<file path="src/rtl/asm_pkg.sv">
// constants and types for the alarm status and mask unit
package asm_pkg;
	// register offsets (byte addresses on the plain port)
	localparam logic [9:0] ASM_ADDR_SUMMARY = 10'h2C0;
	localparam logic [9:0] ASM_ADDR_STATUS  = 10'h2C1;
	localparam logic [9:0] ASM_ADDR_MASK    = 10'h2C2;
	localparam logic [9:0] ASM_ADDR_LANE    = 10'h2C4;
	localparam logic [9:0] ASM_ADDR_CTRL    = 10'h2C8;
	// alarm bit positions
	localparam int ASM_BIT_FIFO    = 5;
	localparam int ASM_BIT_PLL     = 4;
	localparam int ASM_BIT_LINK    = 3;
	localparam int ASM_BIT_REALIGN = 2;
	localparam int ASM_BIT_CLK     = 0;
	// control register bit positions
	localparam int ASM_CTRL_SOFT_RST  = 0;
	localparam int ASM_CTRL_PIN_SEL   = 1;
	localparam int ASM_CTRL_MODE_64B  = 2;
	// reset values and writable masks
	localparam logic [7:0] ASM_STATUS_RST = 8'h3F;
	localparam logic [7:0] ASM_MASK_RST   = 8'h3F;
	localparam logic [7:0] ASM_LANE_RST   = 8'hFF;
	localparam logic [7:0] ASM_CTRL_RST   = 8'h00;
	localparam logic [7:0] ASM_ALARM_BITS = 8'h3D;
	localparam logic [7:0] ASM_RSVD_ONE   = 8'h02;
	localparam logic [7:0] ASM_CTRL_BITS  = 8'h06;
	// alarm conditions from the lane, pll and clocking logic
	typedef struct packed {
		logic [7:0] lane_fifo_err;
		logic       pll_locked;
		logic       serial_link_enable;
		logic       data_encoding_state;
		logic       link_start;
		logic       realign_event;
		logic       divider_mismatch;
	} asm_cond_t;
	// register port request
	typedef struct packed {
		logic [9:0] addr;
		logic [7:0] wdata;
		logic       wr;
		logic       rd;
	} asm_req_t;
endpackage

</file>
<file path="src/rtl/asm_sticky_bit.sv">
// one sticky alarm flag, set by an event, cleared by a written one
`timescale 1ns/1ps
`default_nettype none
module asm_sticky_bit (
	input  wire logic sys_clk,
	input  wire logic reset_n,
	input  wire logic soft_rst,
	input  wire logic set_in,
	input  wire logic clr_in,
	output var  logic flag_reg
);
	// set beats clear; reset and soft reset force one
	always_ff @(posedge sys_clk or negedge reset_n) begin
		if (!reset_n) begin
			flag_reg <= 1'b1;
		end else if (soft_rst) begin
			flag_reg <= 1'b1;
		end else if (set_in) begin
			flag_reg <= 1'b1;
		end else if (clr_in) begin
			flag_reg <= 1'b0;
		end
	end
endmodule
`default_nettype wire

</file>
<file path="src/rtl/asm_alarm_unit.sv">
// alarm status, mask, summary and pin routing for the serial link
//
// Overview of operation
// - lane fifo over/underflow sets status bit 5; mask bit 5 hides it
// - serializer pll not locked sets status bit 4; mask bit 4 hides it
// - 8b/10b: link enabled but not in data state sets bit 3
// - 64b/66b: link alarm raised at link start and on realignment
// - clock realignment sets status bit 2; mask bit 2 hides it
// - divider mismatch between channel pairs sets status bit 0
// - mask bit 0 hides clock alarm from summary; status still latches
// - status bit clears on write of one; zero leaves it
// - power-on or soft reset sets status and mask bits 5:0 to one; bits 7:6 read zero
// - summary reads one while any unmasked alarm status bit (5:2, 0) is set
// - selectable routing of summary onto calibration status pin
// - clearing fifo alarm also clears every per-lane fifo alarm bit whose lane has no error that cycle
`timescale 1ns/1ps
`default_nettype none
module asm_alarm_unit
	import asm_pkg::*;
(
	input  wire logic       sys_clk,
	input  wire logic       reset_n,
	input  wire asm_req_t   bus_req,
	input  wire asm_cond_t  cond,
	output var  logic [7:0] rdata_reg,
	output var  logic       irq_reg,
	output var  logic       calibration_status_pin_reg
);
	wire  logic [7:0] alarm_status; // bits driven by flags and constants
	logic [7:0] alarm_mask_reg;
	logic [7:0] per_lane_fifo_alarm_reg;
	logic [7:0] ctrl_reg;
	logic [7:0] set_vec;
	logic [7:0] clr_vec;
	logic [7:0] summary_next;
	logic       soft_rst;
	logic       wr_status;
	logic       link_start_d_reg;
	logic       link_bad;
	logic       calibration_done;

	assign calibration_done = 1'b0;
	assign soft_rst = bus_req.wr && bus_req.addr == ASM_ADDR_CTRL
		&& bus_req.wdata[ASM_CTRL_SOFT_RST];
	assign wr_status = bus_req.wr && bus_req.addr == ASM_ADDR_STATUS;

	// link alarm condition per encoding mode
	always_comb begin
		if (ctrl_reg[ASM_CTRL_MODE_64B]) begin
			link_bad = (cond.link_start && !link_start_d_reg)
				|| cond.realign_event;
		end else begin
			link_bad = cond.serial_link_enable
				&& !cond.data_encoding_state;
		end
	end

	// set and clear vectors for the sticky flags
	always_comb begin
		set_vec = 8'h00;
		set_vec[ASM_BIT_FIFO]    = |cond.lane_fifo_err;
		set_vec[ASM_BIT_PLL]     = !cond.pll_locked;
		set_vec[ASM_BIT_LINK]    = link_bad;
		set_vec[ASM_BIT_REALIGN] = cond.realign_event;
		set_vec[ASM_BIT_CLK]     = cond.divider_mismatch;
		clr_vec = wr_status ? (bus_req.wdata & ASM_ALARM_BITS)
			: 8'h00;
	end

	// one sticky flag per alarm position
	genvar gi;
	generate
		for (gi = 0; gi < 8; gi++) begin : g_flag
			if (ASM_ALARM_BITS[gi]) begin : g_live
				asm_sticky_bit u_flag (
					.sys_clk  (sys_clk),
					.reset_n  (reset_n),
					.soft_rst (soft_rst),
					.set_in   (set_vec[gi]),
					.clr_in   (clr_vec[gi]),
					.flag_reg (alarm_status[gi])
				);
			end else begin : g_rsvd
				assign alarm_status[gi] = ASM_RSVD_ONE[gi];
			end
		end
	endgenerate

	// link start edge detector for the 64b/66b case
	always_ff @(posedge sys_clk or negedge reset_n) begin
		if (!reset_n) begin
			link_start_d_reg <= 1'b0;
		end else begin
			link_start_d_reg <= cond.link_start;
		end
	end

	// mask register, reset and soft reset to 3F (bits 5:0 set)
	always_ff @(posedge sys_clk or negedge reset_n) begin
		if (!reset_n) begin
			alarm_mask_reg <= ASM_MASK_RST;
		end else if (soft_rst) begin
			alarm_mask_reg <= ASM_MASK_RST;
		end else if (bus_req.wr && bus_req.addr == ASM_ADDR_MASK) begin
			alarm_mask_reg <= bus_req.wdata;
		end
	end

	// per-lane fifo flags; fifo status clear wipes all but lanes with an error that cycle
	always_ff @(posedge sys_clk or negedge reset_n) begin
		if (!reset_n) begin
			per_lane_fifo_alarm_reg <= ASM_LANE_RST;
		end else if (soft_rst) begin
			per_lane_fifo_alarm_reg <= ASM_LANE_RST;
		end else if (clr_vec[ASM_BIT_FIFO]) begin
			per_lane_fifo_alarm_reg <= cond.lane_fifo_err;
		end else if (bus_req.wr && bus_req.addr == ASM_ADDR_LANE) begin
			per_lane_fifo_alarm_reg <= (per_lane_fifo_alarm_reg
				& ~bus_req.wdata) | cond.lane_fifo_err;
		end else begin
			per_lane_fifo_alarm_reg <= per_lane_fifo_alarm_reg
				| cond.lane_fifo_err;
		end
	end

	// control register: pin select and encoding mode
	always_ff @(posedge sys_clk or negedge reset_n) begin
		if (!reset_n) begin
			ctrl_reg <= ASM_CTRL_RST;
		end else if (bus_req.wr && bus_req.addr == ASM_ADDR_CTRL) begin
			ctrl_reg <= bus_req.wdata & ASM_CTRL_BITS;
		end
	end

	// summary of unmasked alarms
	always_comb begin
		summary_next = 8'h00;
		summary_next[0] = |(alarm_status & ~alarm_mask_reg
			& ASM_ALARM_BITS);
	end

	// interrupt follows the summary; pin follows it only while pin select is set
	always_ff @(posedge sys_clk or negedge reset_n) begin
		if (!reset_n) begin
			irq_reg                    <= 1'b0;
			calibration_status_pin_reg <= 1'b0;
		end else begin
			irq_reg <= summary_next[0];
			calibration_status_pin_reg <= ctrl_reg[ASM_CTRL_PIN_SEL]
				? summary_next[0] : calibration_done;
		end
	end

	// read data one cycle after the strobe
	always_ff @(posedge sys_clk or negedge reset_n) begin
		if (!reset_n) begin
			rdata_reg <= 8'h00;
		end else if (bus_req.rd) begin
			case (bus_req.addr)
				ASM_ADDR_SUMMARY: rdata_reg <= summary_next;
				ASM_ADDR_STATUS:  rdata_reg <= alarm_status;
				ASM_ADDR_MASK:    rdata_reg <= alarm_mask_reg;
				ASM_ADDR_LANE:    rdata_reg <= per_lane_fifo_alarm_reg;
				ASM_ADDR_CTRL:    rdata_reg <= ctrl_reg;
				default:          rdata_reg <= 8'h00;
			endcase
		end else begin
			rdata_reg <= 8'h00;
		end
	end

	// checks on the alarm behaviour
	a_fifo_set_sticks: assert property (@(posedge sys_clk) disable iff
		(!reset_n) (|cond.lane_fifo_err) |=> alarm_status[ASM_BIT_FIFO])
		else $error("fifo alarm not latched");
	a_pll_set_sticks: assert property (@(posedge sys_clk) disable iff
		(!reset_n) !cond.pll_locked |=> alarm_status[ASM_BIT_PLL])
		else $error("pll alarm not latched");
	a_link_8b10b_set: assert property (@(posedge sys_clk) disable iff
		(!reset_n) (!ctrl_reg[ASM_CTRL_MODE_64B] && cond.serial_link_enable
		&& !cond.data_encoding_state) |=> alarm_status[ASM_BIT_LINK])
		else $error("link alarm not latched");
	a_link_64b_start: assert property (@(posedge sys_clk) disable iff
		(!reset_n) (ctrl_reg[ASM_CTRL_MODE_64B] && $rose(cond.link_start))
		|=> alarm_status[ASM_BIT_LINK])
		else $error("link start alarm missing");
	a_realign_set: assert property (@(posedge sys_clk) disable iff
		(!reset_n) cond.realign_event |=> alarm_status[ASM_BIT_REALIGN])
		else $error("realign alarm missing");
	a_clk_alarm_set: assert property (@(posedge sys_clk) disable iff
		(!reset_n) cond.divider_mismatch |=> alarm_status[ASM_BIT_CLK])
		else $error("clock alarm missing");
	a_clk_masked_out: assert property (@(posedge sys_clk) disable iff
		(!reset_n) (alarm_status == 8'h03 && alarm_mask_reg[ASM_BIT_CLK])
		|=> !irq_reg) else $error("masked clock alarm raised irq");
	a_clear_holds: assert property (@(posedge sys_clk) disable iff
		(!reset_n) (wr_status && bus_req.wdata[ASM_BIT_PLL] && !soft_rst
		&& cond.pll_locked) |=> !alarm_status[ASM_BIT_PLL])
		else $error("write one did not clear");
	a_soft_reset_ones: assert property (@(posedge sys_clk) disable iff
		(!reset_n) soft_rst |=> (alarm_status == ASM_STATUS_RST
		&& alarm_mask_reg == ASM_MASK_RST))
		else $error("soft reset values wrong");
	a_irq_summary: assert property (@(posedge sys_clk) disable iff
		(!reset_n) irq_reg == $past(|(alarm_status & ~alarm_mask_reg
		& ASM_ALARM_BITS))) else $error("irq does not match summary");
	a_pin_route: assert property (@(posedge sys_clk) disable iff
		(!reset_n) ctrl_reg[ASM_CTRL_PIN_SEL] |=>
		(calibration_status_pin_reg == irq_reg))
		else $error("pin not showing summary");
	a_lane_wipe: assert property (@(posedge sys_clk) disable iff
		(!reset_n) (clr_vec[ASM_BIT_FIFO] && !soft_rst
		&& cond.lane_fifo_err == 8'h00) |=> per_lane_fifo_alarm_reg == 8'h00)
		else $error("lane flags not wiped");
	a_set_wins: assert property (@(posedge sys_clk) disable iff
		(!reset_n) (clr_vec[ASM_BIT_REALIGN] && cond.realign_event)
		|=> alarm_status[ASM_BIT_REALIGN])
		else $error("clear beat set");

	// unmasked alarms reach the interrupt one cycle later
	a_fifo_unmasked_irq: assert property (@(posedge sys_clk) disable iff
		(!reset_n) (alarm_status[ASM_BIT_FIFO] && !alarm_mask_reg[ASM_BIT_FIFO])
		|=> irq_reg) else $error("fifo alarm did not raise irq");
	a_pll_unmasked_irq: assert property (@(posedge sys_clk) disable iff
		(!reset_n) (alarm_status[ASM_BIT_PLL] && !alarm_mask_reg[ASM_BIT_PLL])
		|=> irq_reg) else $error("pll alarm did not raise irq");
	a_link_unmasked_irq: assert property (@(posedge sys_clk) disable iff
		(!reset_n) (alarm_status[ASM_BIT_LINK] && !alarm_mask_reg[ASM_BIT_LINK])
		|=> irq_reg) else $error("link alarm did not raise irq");
	a_realign_unmasked_irq: assert property (@(posedge sys_clk) disable iff
		(!reset_n) (alarm_status[ASM_BIT_REALIGN]
		&& !alarm_mask_reg[ASM_BIT_REALIGN])
		|=> irq_reg) else $error("realign alarm did not raise irq");
	a_clk_unmasked_irq: assert property (@(posedge sys_clk) disable iff
		(!reset_n) (alarm_status[ASM_BIT_CLK] && !alarm_mask_reg[ASM_BIT_CLK])
		|=> irq_reg) else $error("clock alarm did not raise irq");

	// 64b/66b realignment also raises the link alarm
	a_link_64b_realign: assert property (@(posedge sys_clk) disable iff
		(!reset_n) (ctrl_reg[ASM_CTRL_MODE_64B] && cond.realign_event)
		|=> alarm_status[ASM_BIT_LINK])
		else $error("link alarm missing on realign");

	// reserved status bits read their fixed values
	a_rsvd_bits: assert property (@(posedge sys_clk) disable iff
		(!reset_n) (alarm_status[7:6] == 2'b00 && alarm_status[1]))
		else $error("reserved status bits wrong");

	// written zeros leave status bits alone
	a_clear_zero_keeps: assert property (@(posedge sys_clk) disable iff
		(!reset_n) wr_status |=> ((~alarm_status
		& $past(alarm_status & ~bus_req.wdata)) == 8'h00))
		else $error("status bit lost on zero write");

	// soft reset side effects on lanes and control
	a_soft_reset_lane: assert property (@(posedge sys_clk) disable iff
		(!reset_n) soft_rst |=> per_lane_fifo_alarm_reg == ASM_LANE_RST)
		else $error("soft reset lane value wrong");
	a_ctrl_self_clear: assert property (@(posedge sys_clk) disable iff
		(!reset_n) soft_rst |=> !ctrl_reg[ASM_CTRL_SOFT_RST])
		else $error("soft reset bit did not self clear");

	// per-lane flags only drop on a write and always catch errors
	a_lane_sticky: assert property (@(posedge sys_clk) disable iff
		(!reset_n) !bus_req.wr |=> ((~per_lane_fifo_alarm_reg
		& $past(per_lane_fifo_alarm_reg)) == 8'h00))
		else $error("lane flag dropped without write");
	a_lane_set: assert property (@(posedge sys_clk) disable iff
		(!reset_n) (|cond.lane_fifo_err) |=> ((per_lane_fifo_alarm_reg
		& $past(cond.lane_fifo_err)) == $past(cond.lane_fifo_err)))
		else $error("lane error not latched");
	a_lane_write_clear: assert property (@(posedge sys_clk) disable iff
		(!reset_n) (bus_req.wr && bus_req.addr == ASM_ADDR_LANE
		&& cond.lane_fifo_err == 8'h00) |=> ((per_lane_fifo_alarm_reg
		& $past(bus_req.wdata)) == 8'h00))
		else $error("lane write one did not clear");

	// mask register takes written values
	a_mask_write: assert property (@(posedge sys_clk) disable iff
		(!reset_n) (bus_req.wr && bus_req.addr == ASM_ADDR_MASK)
		|=> alarm_mask_reg == $past(bus_req.wdata))
		else $error("mask write lost");

	// read port: data only after a strobe, summary in bit 0
	a_rdata_idle_zero: assert property (@(posedge sys_clk) disable iff
		(!reset_n) !bus_req.rd |=> rdata_reg == 8'h00)
		else $error("read data without strobe");
	a_summary_read: assert property (@(posedge sys_clk) disable iff
		(!reset_n) (bus_req.rd && bus_req.addr == ASM_ADDR_SUMMARY)
		|=> (rdata_reg[7:1] == 7'h00 && rdata_reg[0]
		== $past(|(alarm_status & ~alarm_mask_reg & ASM_ALARM_BITS))))
		else $error("summary read wrong");

	// pin stays low while not routed
	a_pin_default: assert property (@(posedge sys_clk) disable iff
		(!reset_n) !ctrl_reg[ASM_CTRL_PIN_SEL]
		|=> !calibration_status_pin_reg)
		else $error("pin high while not routed");

	c_irq_rise: cover property (@(posedge sys_clk) disable iff (!reset_n)
		$rose(irq_reg));
	c_clear_all: cover property (@(posedge sys_clk) disable iff (!reset_n)
		wr_status && bus_req.wdata == ASM_ALARM_BITS);
	c_set_and_clear: cover property (@(posedge sys_clk) disable iff
		(!reset_n) clr_vec[ASM_BIT_FIFO] && |cond.lane_fifo_err);
	c_soft_reset: cover property (@(posedge sys_clk) disable iff
		(!reset_n) soft_rst);
	c_link_64b: cover property (@(posedge sys_clk) disable iff
		(!reset_n) ctrl_reg[ASM_CTRL_MODE_64B] && link_bad);
endmodule
`default_nettype wire

</file>
<file path="config.mk">
export PLATFORM = sky130hd
export DESIGN_NAME = asm_alarm_unit
export DESIGN_NICKNAME = d
export VERILOG_FILES = /design/src/rtl/asm_pkg.sv /design/src/rtl/asm_sticky_bit.sv /design/src/rtl/asm_alarm_unit.sv
export SDC_FILE = /design/constraint.sdc
export NUM_CORES = 1
export LEC_CHECK = 0
export ABC_AREA = 1
export CORE_ASPECT_RATIO = 0.7
export CORE_MARGIN = 1.5
export CORE_UTILIZATION = 35
export CTS_BUF_LIST = sky130_fd_sc_hd__clkbuf_8
export DETAILED_ROUTE_END_ITERATION = 7
export DONT_BUFFER_PORTS = 1
export SLEW_MARGIN = 10
export SYNTH_ARGS = -nofsm -noshare
export SYNTH_HDL_FRONTEND = slang
export SYNTH_SLANG_ARGS = --single-unit
</file>
<file path="constraint.sdc">
create_clock -name sys_clk -period 2.6 [get_ports sys_clk]
set_input_delay 0 -clock sys_clk [delete_from_list [all_inputs] [get_ports sys_clk]]
set_output_delay 0 -clock sys_clk [all_outputs]
set_load 0.1 [all_outputs]
</file>
==> impl_metrics.tcl, run 1 <==
set metrics [dict create \
    gp_congestion 0.773 \
    fin_util 0.455 \
    slowest_stage "dlygate4sd3_1" \
    max_freq_mhz 510 \
    rrSetupSlack_ns 1.26 \
    drt-initial-drc-count 116 \
    diodes 0 \
    syn_area_um2 2010 \
    ir_drop_mv 0.208 \
    synth.top_cell.area_share 0.248 \
    die_w_um 93.7 \
    ant_nets 0 \
    cts_tree "built" \
    cts_setup_buffers 0 \
    wl_per_cell_um 13.4 \
    setup_tns_ns 0 \
    tightest_slew_ns 0.872 \
    worstPathRequired_ns 2.81 \
    synth_seq_cells 34 \
    synthTopCellsByArea "dfstp_2, dfrtp_1, nand2_1" \
    period_share 0.754 \
    clkTransAtPathRegs_ns 0.07 \
    avgSynthCellArea_um2 7.63 \
    setup_violations 0 \
    clock_latency_ns 0.28 \
    initial_core_util 0.373 \
    critical_path_arrival_ns 2.16 \
    outcome "complete, no violations" \
    firstDrtPassIters 4 \
    wl_mm 4.90 \
    fin_worst_skew_ns 0.00559 \
    core_um2 5400 \
    yosysWarnings 0 \
    ys_seq_area_frac 0.434 \
    endpoint "g_flag[5].g_live.u_flag.flag_reg$_DFFE_PN1P_" \
    p_per_area_nw_per_um2 451 \
    rr_worst_depth 3 \
    die_y_um 66.5 \
    hold_viol 0 \
    numCtsBuffers 5 \
    vias 1720 \
    synth_nets 300 \
    maxSlewViolCount 0 \
    worstPathMaxFanout 2 \
    p_leak_nw 1.24 \
    startpoint "cond[8]" \
    synth_area_leader_cell "dfstp_2" \
    hpwl_mm 3.54 \
    syn2layout_area_growth_pct 21.8 \
    reg2reg_to "g_flag[5].g_live.u_flag.flag_reg$_DFFE_PN1P_" \
    cp_cell_sequence "dlygate4sd3_1, inv_1, nand4_1, nor4_1, dlygate4sd3_1, nand3_2, dlygate4sd3_1" \
    dieArea_um2 6220 \
    worstReg2RegStart "g_flag[5].g_live.u_flag.flag_reg$_DFFE_PN1P_" \
    slowest_delay_ns 0.61 \
    rows 22 \
    slew_headroom 0.419 \
    h-tree-depth 2 \
    clock-sinks 34 \
    cts_max_path_buffers 2 \
    drc 0 \
    grt_overflow_total 0 \
    cts_root_buffer "clkbuf_8" \
    grt_pass1_vias 1622 \
    grt_max_degree 35 \
    rsz0062_at_grt "no" \
    nets 329 \
    cp_common_cell "dlygate4sd3_1" \
    maxCapViolCount 0 \
    port_buffers 0 \
    synth_cell_types 26 \
    grt_use_total 0.173 \
    io_pins 46 \
    viasPerCell 4.70 \
    drive_above_1_share 0.224 \
    min_path_type "in -> reg" \
    antenna_found_initial 0 \
    setup.worst_path.end_class "flip-flop" \
    fin_crit_ns 1.96 \
    crit_type "in -> reg" \
    grt_first_pass_wirelength_mm 8.07 \
    synthCells 264 \
    hold_slack_ns 0.0314 \
    worstSetupStartpointType "primary input" \
    fillers 544 \
]
[worst min-delay path by stage]
stage | start | to | slack [ns] | cells past startpoint
2_1_floorplan | reset_n | alarm_mask_reg[6]$_DFFE_PN0P_ | -0.30 | 0
3_3_place_gp | reset_n | calibration_status_pin_reg$_DFF_PN0_ | -0.29 | 0
3_5_place_dp | reset_n | irq_reg$_DFF_PN0_ | -0.29 | 0
4_1_cts | bus_req[11] | rdata_reg[0]$_DFF_PN0_ | 0.03 | 5
5_1_grt | bus_req[11] | rdata_reg[0]$_DFF_PN0_ | 0.05 | 5
6_report | cond[3] | g_flag[3].g_live.u_flag.flag_reg$_DFFE_PN1P_ | 0.03 | 5
[worst max-delay path: cells and delay by family]
| kind | cells | cell delay, ns |
|---|---|---|
| simple gates | 3 | 0.37 |
| buf+inv | 4 | 1.80 |
[repair_timing]
| action | CTS | global route |
|---|---|---|
| endpoints found under the hold margin | 66 | 0 |
| hold buffers | 28 | 0 |
| gates resized for setup | 0 | 0 |
[final cells by class]
class,count,area (um2),share of cell area
multi-input cells,179,916,0.373
repair buffers,28,290,0.118
well taps,72,90.1,0.0367
inverters,45,171,0.0699
clock buffers,8,110,0.0449
flip-flops and latches,34,875,0.357
[routing by layer]
layer / wire [um] / track usage / vias to the layer above
met5: 0 / 0 / -
met4: 23 / 0.0392 / 0
met3: 455 / 0.0616 / 3
met2: 1960 / 0.236 / 61
met1: 2460 / 0.257 / 780
li1: - / - / 876
[power by group]
group	switching [W]	total [W]	internal [W]
Sequential	0.00000693	0.000545	0.000538
Clock	0.000187	0.000455	0.000267
Combinational	0.0000609	0.000106	0.0000454
[cells by family after synthesis]
family	after synthesis	share of synthesized area
AND/OR/NAND/NOR	169	0.428
flip-flops	34	0.434
AO/OA/AOI/OAI	10	0.0267
buffers and inverters	51	0.111
[cell usage in the layout, fill, tap and decap left out]
| cell | Yosys | final |
|---|---|---|
| a21oi_1 | 2 | 2 |
| buf_12 | 0 | 1 |
| clkbuf_8 | 0 | 8 |
| dfrtp_1 | 15 | 15 |
| dfstp_2 | 19 | 19 |
| dlygate4sd3_1 | 0 | 27 |
| inv_1 | 38 | 38 |
| inv_2 | 6 | 6 |
| inv_4 | 1 | 1 |
| nand2_1 | 68 | 68 |
| nand2_2 | 12 | 12 |
| nand2_4 | 1 | 1 |
| nand3_1 | 32 | 32 |
| nand3_2 | 3 | 3 |
| nand3_4 | 1 | 1 |
| nand4_1 | 9 | 9 |
| nand4_2 | 2 | 2 |
| nor2_1 | 28 | 28 |
| nor2_2 | 4 | 4 |
| nor2_4 | 6 | 6 |
| nor2_8 | 1 | 1 |
| nor3b_1 | 1 | 1 |
| nor4_1 | 1 | 1 |
| o21ai_0 | 4 | 4 |
| o21ai_1 | 3 | 3 |
| o21ai_2 | 1 | 1 |
[cells in the mapped netlist]
library cell,n
nand2_2,12
nor4_1,1
o21ai_2,1
nor2_8,1
inv_2,6
inv_1,38
nand3_4,1
dfstp_2,19
o21ai_0,4
nor2_1,28
buf_2,2
nand4_2,2
inv_4,1
dfrtp_1,15
nor3b_1,1
nand2_4,1
o21ai_1,3
nor2_2,4
buf_6,3
nor2_4,6
a21oi_1,2
nand3_2,3
nand2_1,68
buf_4,1
nand4_1,9
nand3_1,32
[through the flow]
stage                     std cells  cell area [um2]  power [W]  worst slack, ns
after floorplan                 264             2010   0.000603             1.47
after global placement          330             2050   0.000609             1.18
after detailed placement        330             2050   0.000609             1.14
after CTS                       366             2450    0.00112            0.710
after global routing            366             2450    0.00116            0.583
final                           366             2450    0.00111            0.640
No activity file was read; power rests on OpenSTA's default activity.
==> run 2: changes to the inputs <==
--- a/config.mk
+++ b/config.mk
@@ -5,7 +5,7 @@
 export SDC_FILE = /design/constraint.sdc
 export NUM_CORES = 1
 export LEC_CHECK = 0
-export ABC_AREA = 1
+export ABC_AREA = 0
 export CORE_ASPECT_RATIO = 0.7
 export CORE_MARGIN = 1.5
 export CORE_UTILIZATION = 35
==> constraint.sdc (replaced) <==
create_clock -name sys_clk -period 1.8 [get_ports sys_clk]
set_input_delay 0 -clock sys_clk [delete_from_list [all_inputs] [get_ports sys_clk]]
set_output_delay 0 -clock sys_clk [all_outputs]
set_load 0.1 [all_outputs]
==> run 2 against run 1 <==
Against the previous run: die area decreased by 12%; non-clock buffer count up 22; first-iteration DRC count down 35%; hold slack worse by 0.027 ns; utilization increased by 3.4 points; final area fell by 3.6%.
==> impl_metrics.tcl, run 2 <==
set metrics [dict create \
    die_w_um 88.0 \
    worstPathMaxFanout 8 \
    h-tree-depth 2 \
    rsz0062_at_grt "no" \
    cts_tree "built" \
    ant_nets 0 \
    yosysWarnings 0 \
    nets 249 \
    hold_viol 0 \
    worstSetupStartpointType "primary input" \
    clock_latency_ns 0.28 \
    wl_mm 4.99 \
    max_freq_mhz 576 \
    rows 21 \
    min_path_type "in -> reg" \
    multiInputGateArea_um2 827 \
    synthCells 164 \
    ys_seq_area_frac 0.494 \
    slew_headroom 0.468 \
    antenna_found_initial 0 \
    synth_common_cells "nand2_1, dfstp_2, dfrtp_1, nor2_1" \
    clkTransAtPathRegs_ns 0.07 \
    grt_use_total 0.192 \
    seqCellArea_um2 875 \
    synth_area_leader_cell "dfstp_2" \
    ir_drop_mv 0.404 \
    core_um2 4830 \
    post_cts_resized 0 \
    firstDrtPassIters 4 \
    diodes 0 \
    hpwl_mm 3.39 \
    vias 1521 \
    rr_worst_depth 4 \
    setup_violations 0 \
    hold_slack_ns 0.00486 \
    critical_path_arrival_ns 1.94 \
    layout_commonest_cell "dlygate4sd3_1" \
    clock-sinks 34 \
    drt-initial-drc-count 75 \
    drc 0 \
    dieArea_um2 5500 \
    drive_above_1_share 0.262 \
    min_path_cells 2 \
    numCtsBuffers 5 \
    port_buffers 0 \
    p_leak_nw 0.975 \
    initial_core_util 0.366 \
    synth_cell_types 44 \
    grt_max_degree 35 \
    period_share 0.964 \
    maxSlewViolCount 0 \
    io_pins 46 \
    synth_nets 200 \
    viasPerCell 5.37 \
    crit_type "in -> reg" \
    worstPathRequired_ns 2.01 \
    yosysMostFrequentCell "nand2_1" \
    gp_congestion 0.825 \
    synth.top_cell.area_share 0.282 \
    synth-edff-count 0 \
    grt_overflow_total 0 \
    maxCapViolCount 0 \
    grt_pass1_vias 1488 \
    p_per_area_nw_per_um2 633 \
    grt_first_pass_wirelength_mm 8.00 \
    fillers 486 \
    wl_per_cell_um 17.6 \
    setup.worst_path.end_class "flip-flop" \
    avgSynthCellArea_um2 10.8 \
    tightest_slew_ns 0.794 \
    outcome "complete, no violations" \
    cts_root_buffer "clkbuf_8" \
    setup_tns_ns 0 \
    syn_area_um2 1770 \
    die_y_um 62.5 \
    synthTopCellsByArea "dfstp_2, dfrtp_1, nand2_1" \
    async_reset_ff_frac 1.00 \
    cts_max_path_buffers 2 \
    fin_crit_ns 1.73 \
    synthFlopType "dfstp_2" \
    layout_common_cells "dlygate4sd3_1, nand2_1, dfstp_2" \
    syn2layout_area_growth_pct 33.4 \
    synth_seq_cells 34 \
    fin_worst_skew_ns 0.00662 \
]
## run 2: routing by layer
layer / part of all wire / GRT usage
met1: 0.46 / 0.283
met2: 0.43 / 0.267
met3: 0.094 / 0.0594
met4: 0.017 / 0.0605
met5: 0 / 0
## run 2: final cells by class
type / count / area share
Tap cell: 69 / 0.0365
Inverter: 5 / 0.00794
Sequential cell: 34 / 0.370
Clock buffer: 6 / 0.0349
Timing Repair Buffer: 50 / 0.197
Clock inverter: 2 / 0.00371
Multi-Input combinational cell: 117 / 0.350
## run 2: cell families after synthesis
| family | after synthesis | share of synthesized area |
|---|---|---|
| muxes | 10 | 0.0579 |
| and+or+nand+nor | 70 | 0.245 |
| buffers and inverters | 13 | 0.0395 |
| adders and majority gates | 1 | 0.00565 |
| AOI/OAI and AO/OA | 36 | 0.158 |
| DFF | 34 | 0.494 |
## run 2: what timing repair did
item                                   CTS  global route
setup endpoints to repair                0             1
setup buffers                            0             2
hold buffers                            28             4
endpoints found under the hold margin   61             6
## run 2: worst paths after layout
check	startpoint	to	slack [ns]
max	bus_req[15]	g_flag[4].g_live.u_flag.flag_reg$_DFFE_PN1P_	0.07
min	bus_req[10]	rdata_reg[2]$_DFF_PN0_	0.005
max in group asynchronous	reset_n	alarm_mask_reg[2]$_DFFE_PN1P_	1.39
max reg2reg	alarm_mask_reg[0]$_DFFE_PN1P_	calibration_status_pin_reg$_DFF_PN0_	0.39
min reg2reg	ctrl_reg[1]$_DFFE_PN0N_	calibration_status_pin_reg$_DFF_PN0_	0.53
min in group asynchronous	reset_n	irq_reg$_DFF_PN0_	0.16
## run 2: report_power, final
group | internal [W] | total, W | switching (W) | leakage (nW)
registers | 0.000776 | 0.000781 | 0.00000484 | 0.401
logic | 0.0000769 | 0.000147 | 0.0000697 | 0.522
clock network | 0.000303 | 0.000568 | 0.000266 | 0.0524
total | 0.00116 | 0.00150 | 0.000340 | 0.975
## run 2: metrics by stage
stage	cells	instance area [um2]	power, W	util	setup slack [ns]
final	283	2360	0.00150	0.489	0.0651
after CTS	277	2310	0.00150	0.477	0.0419
after floorplan	164	1770	0.000852	-	0.313
after detailed placement	241	1930	0.000854	0.399	0.181
after global placement	241	1930	0.000852	0.399	0.231
after global routing	283	2360	0.00156	0.489	0.00873
## run 2: critical path: stages
cell and delay [ns]:
or4b_4 0.64, nor4b_4 0.47, and2_1 0.19, o211ai_1 0.08, dlygate4sd3_1 0.57
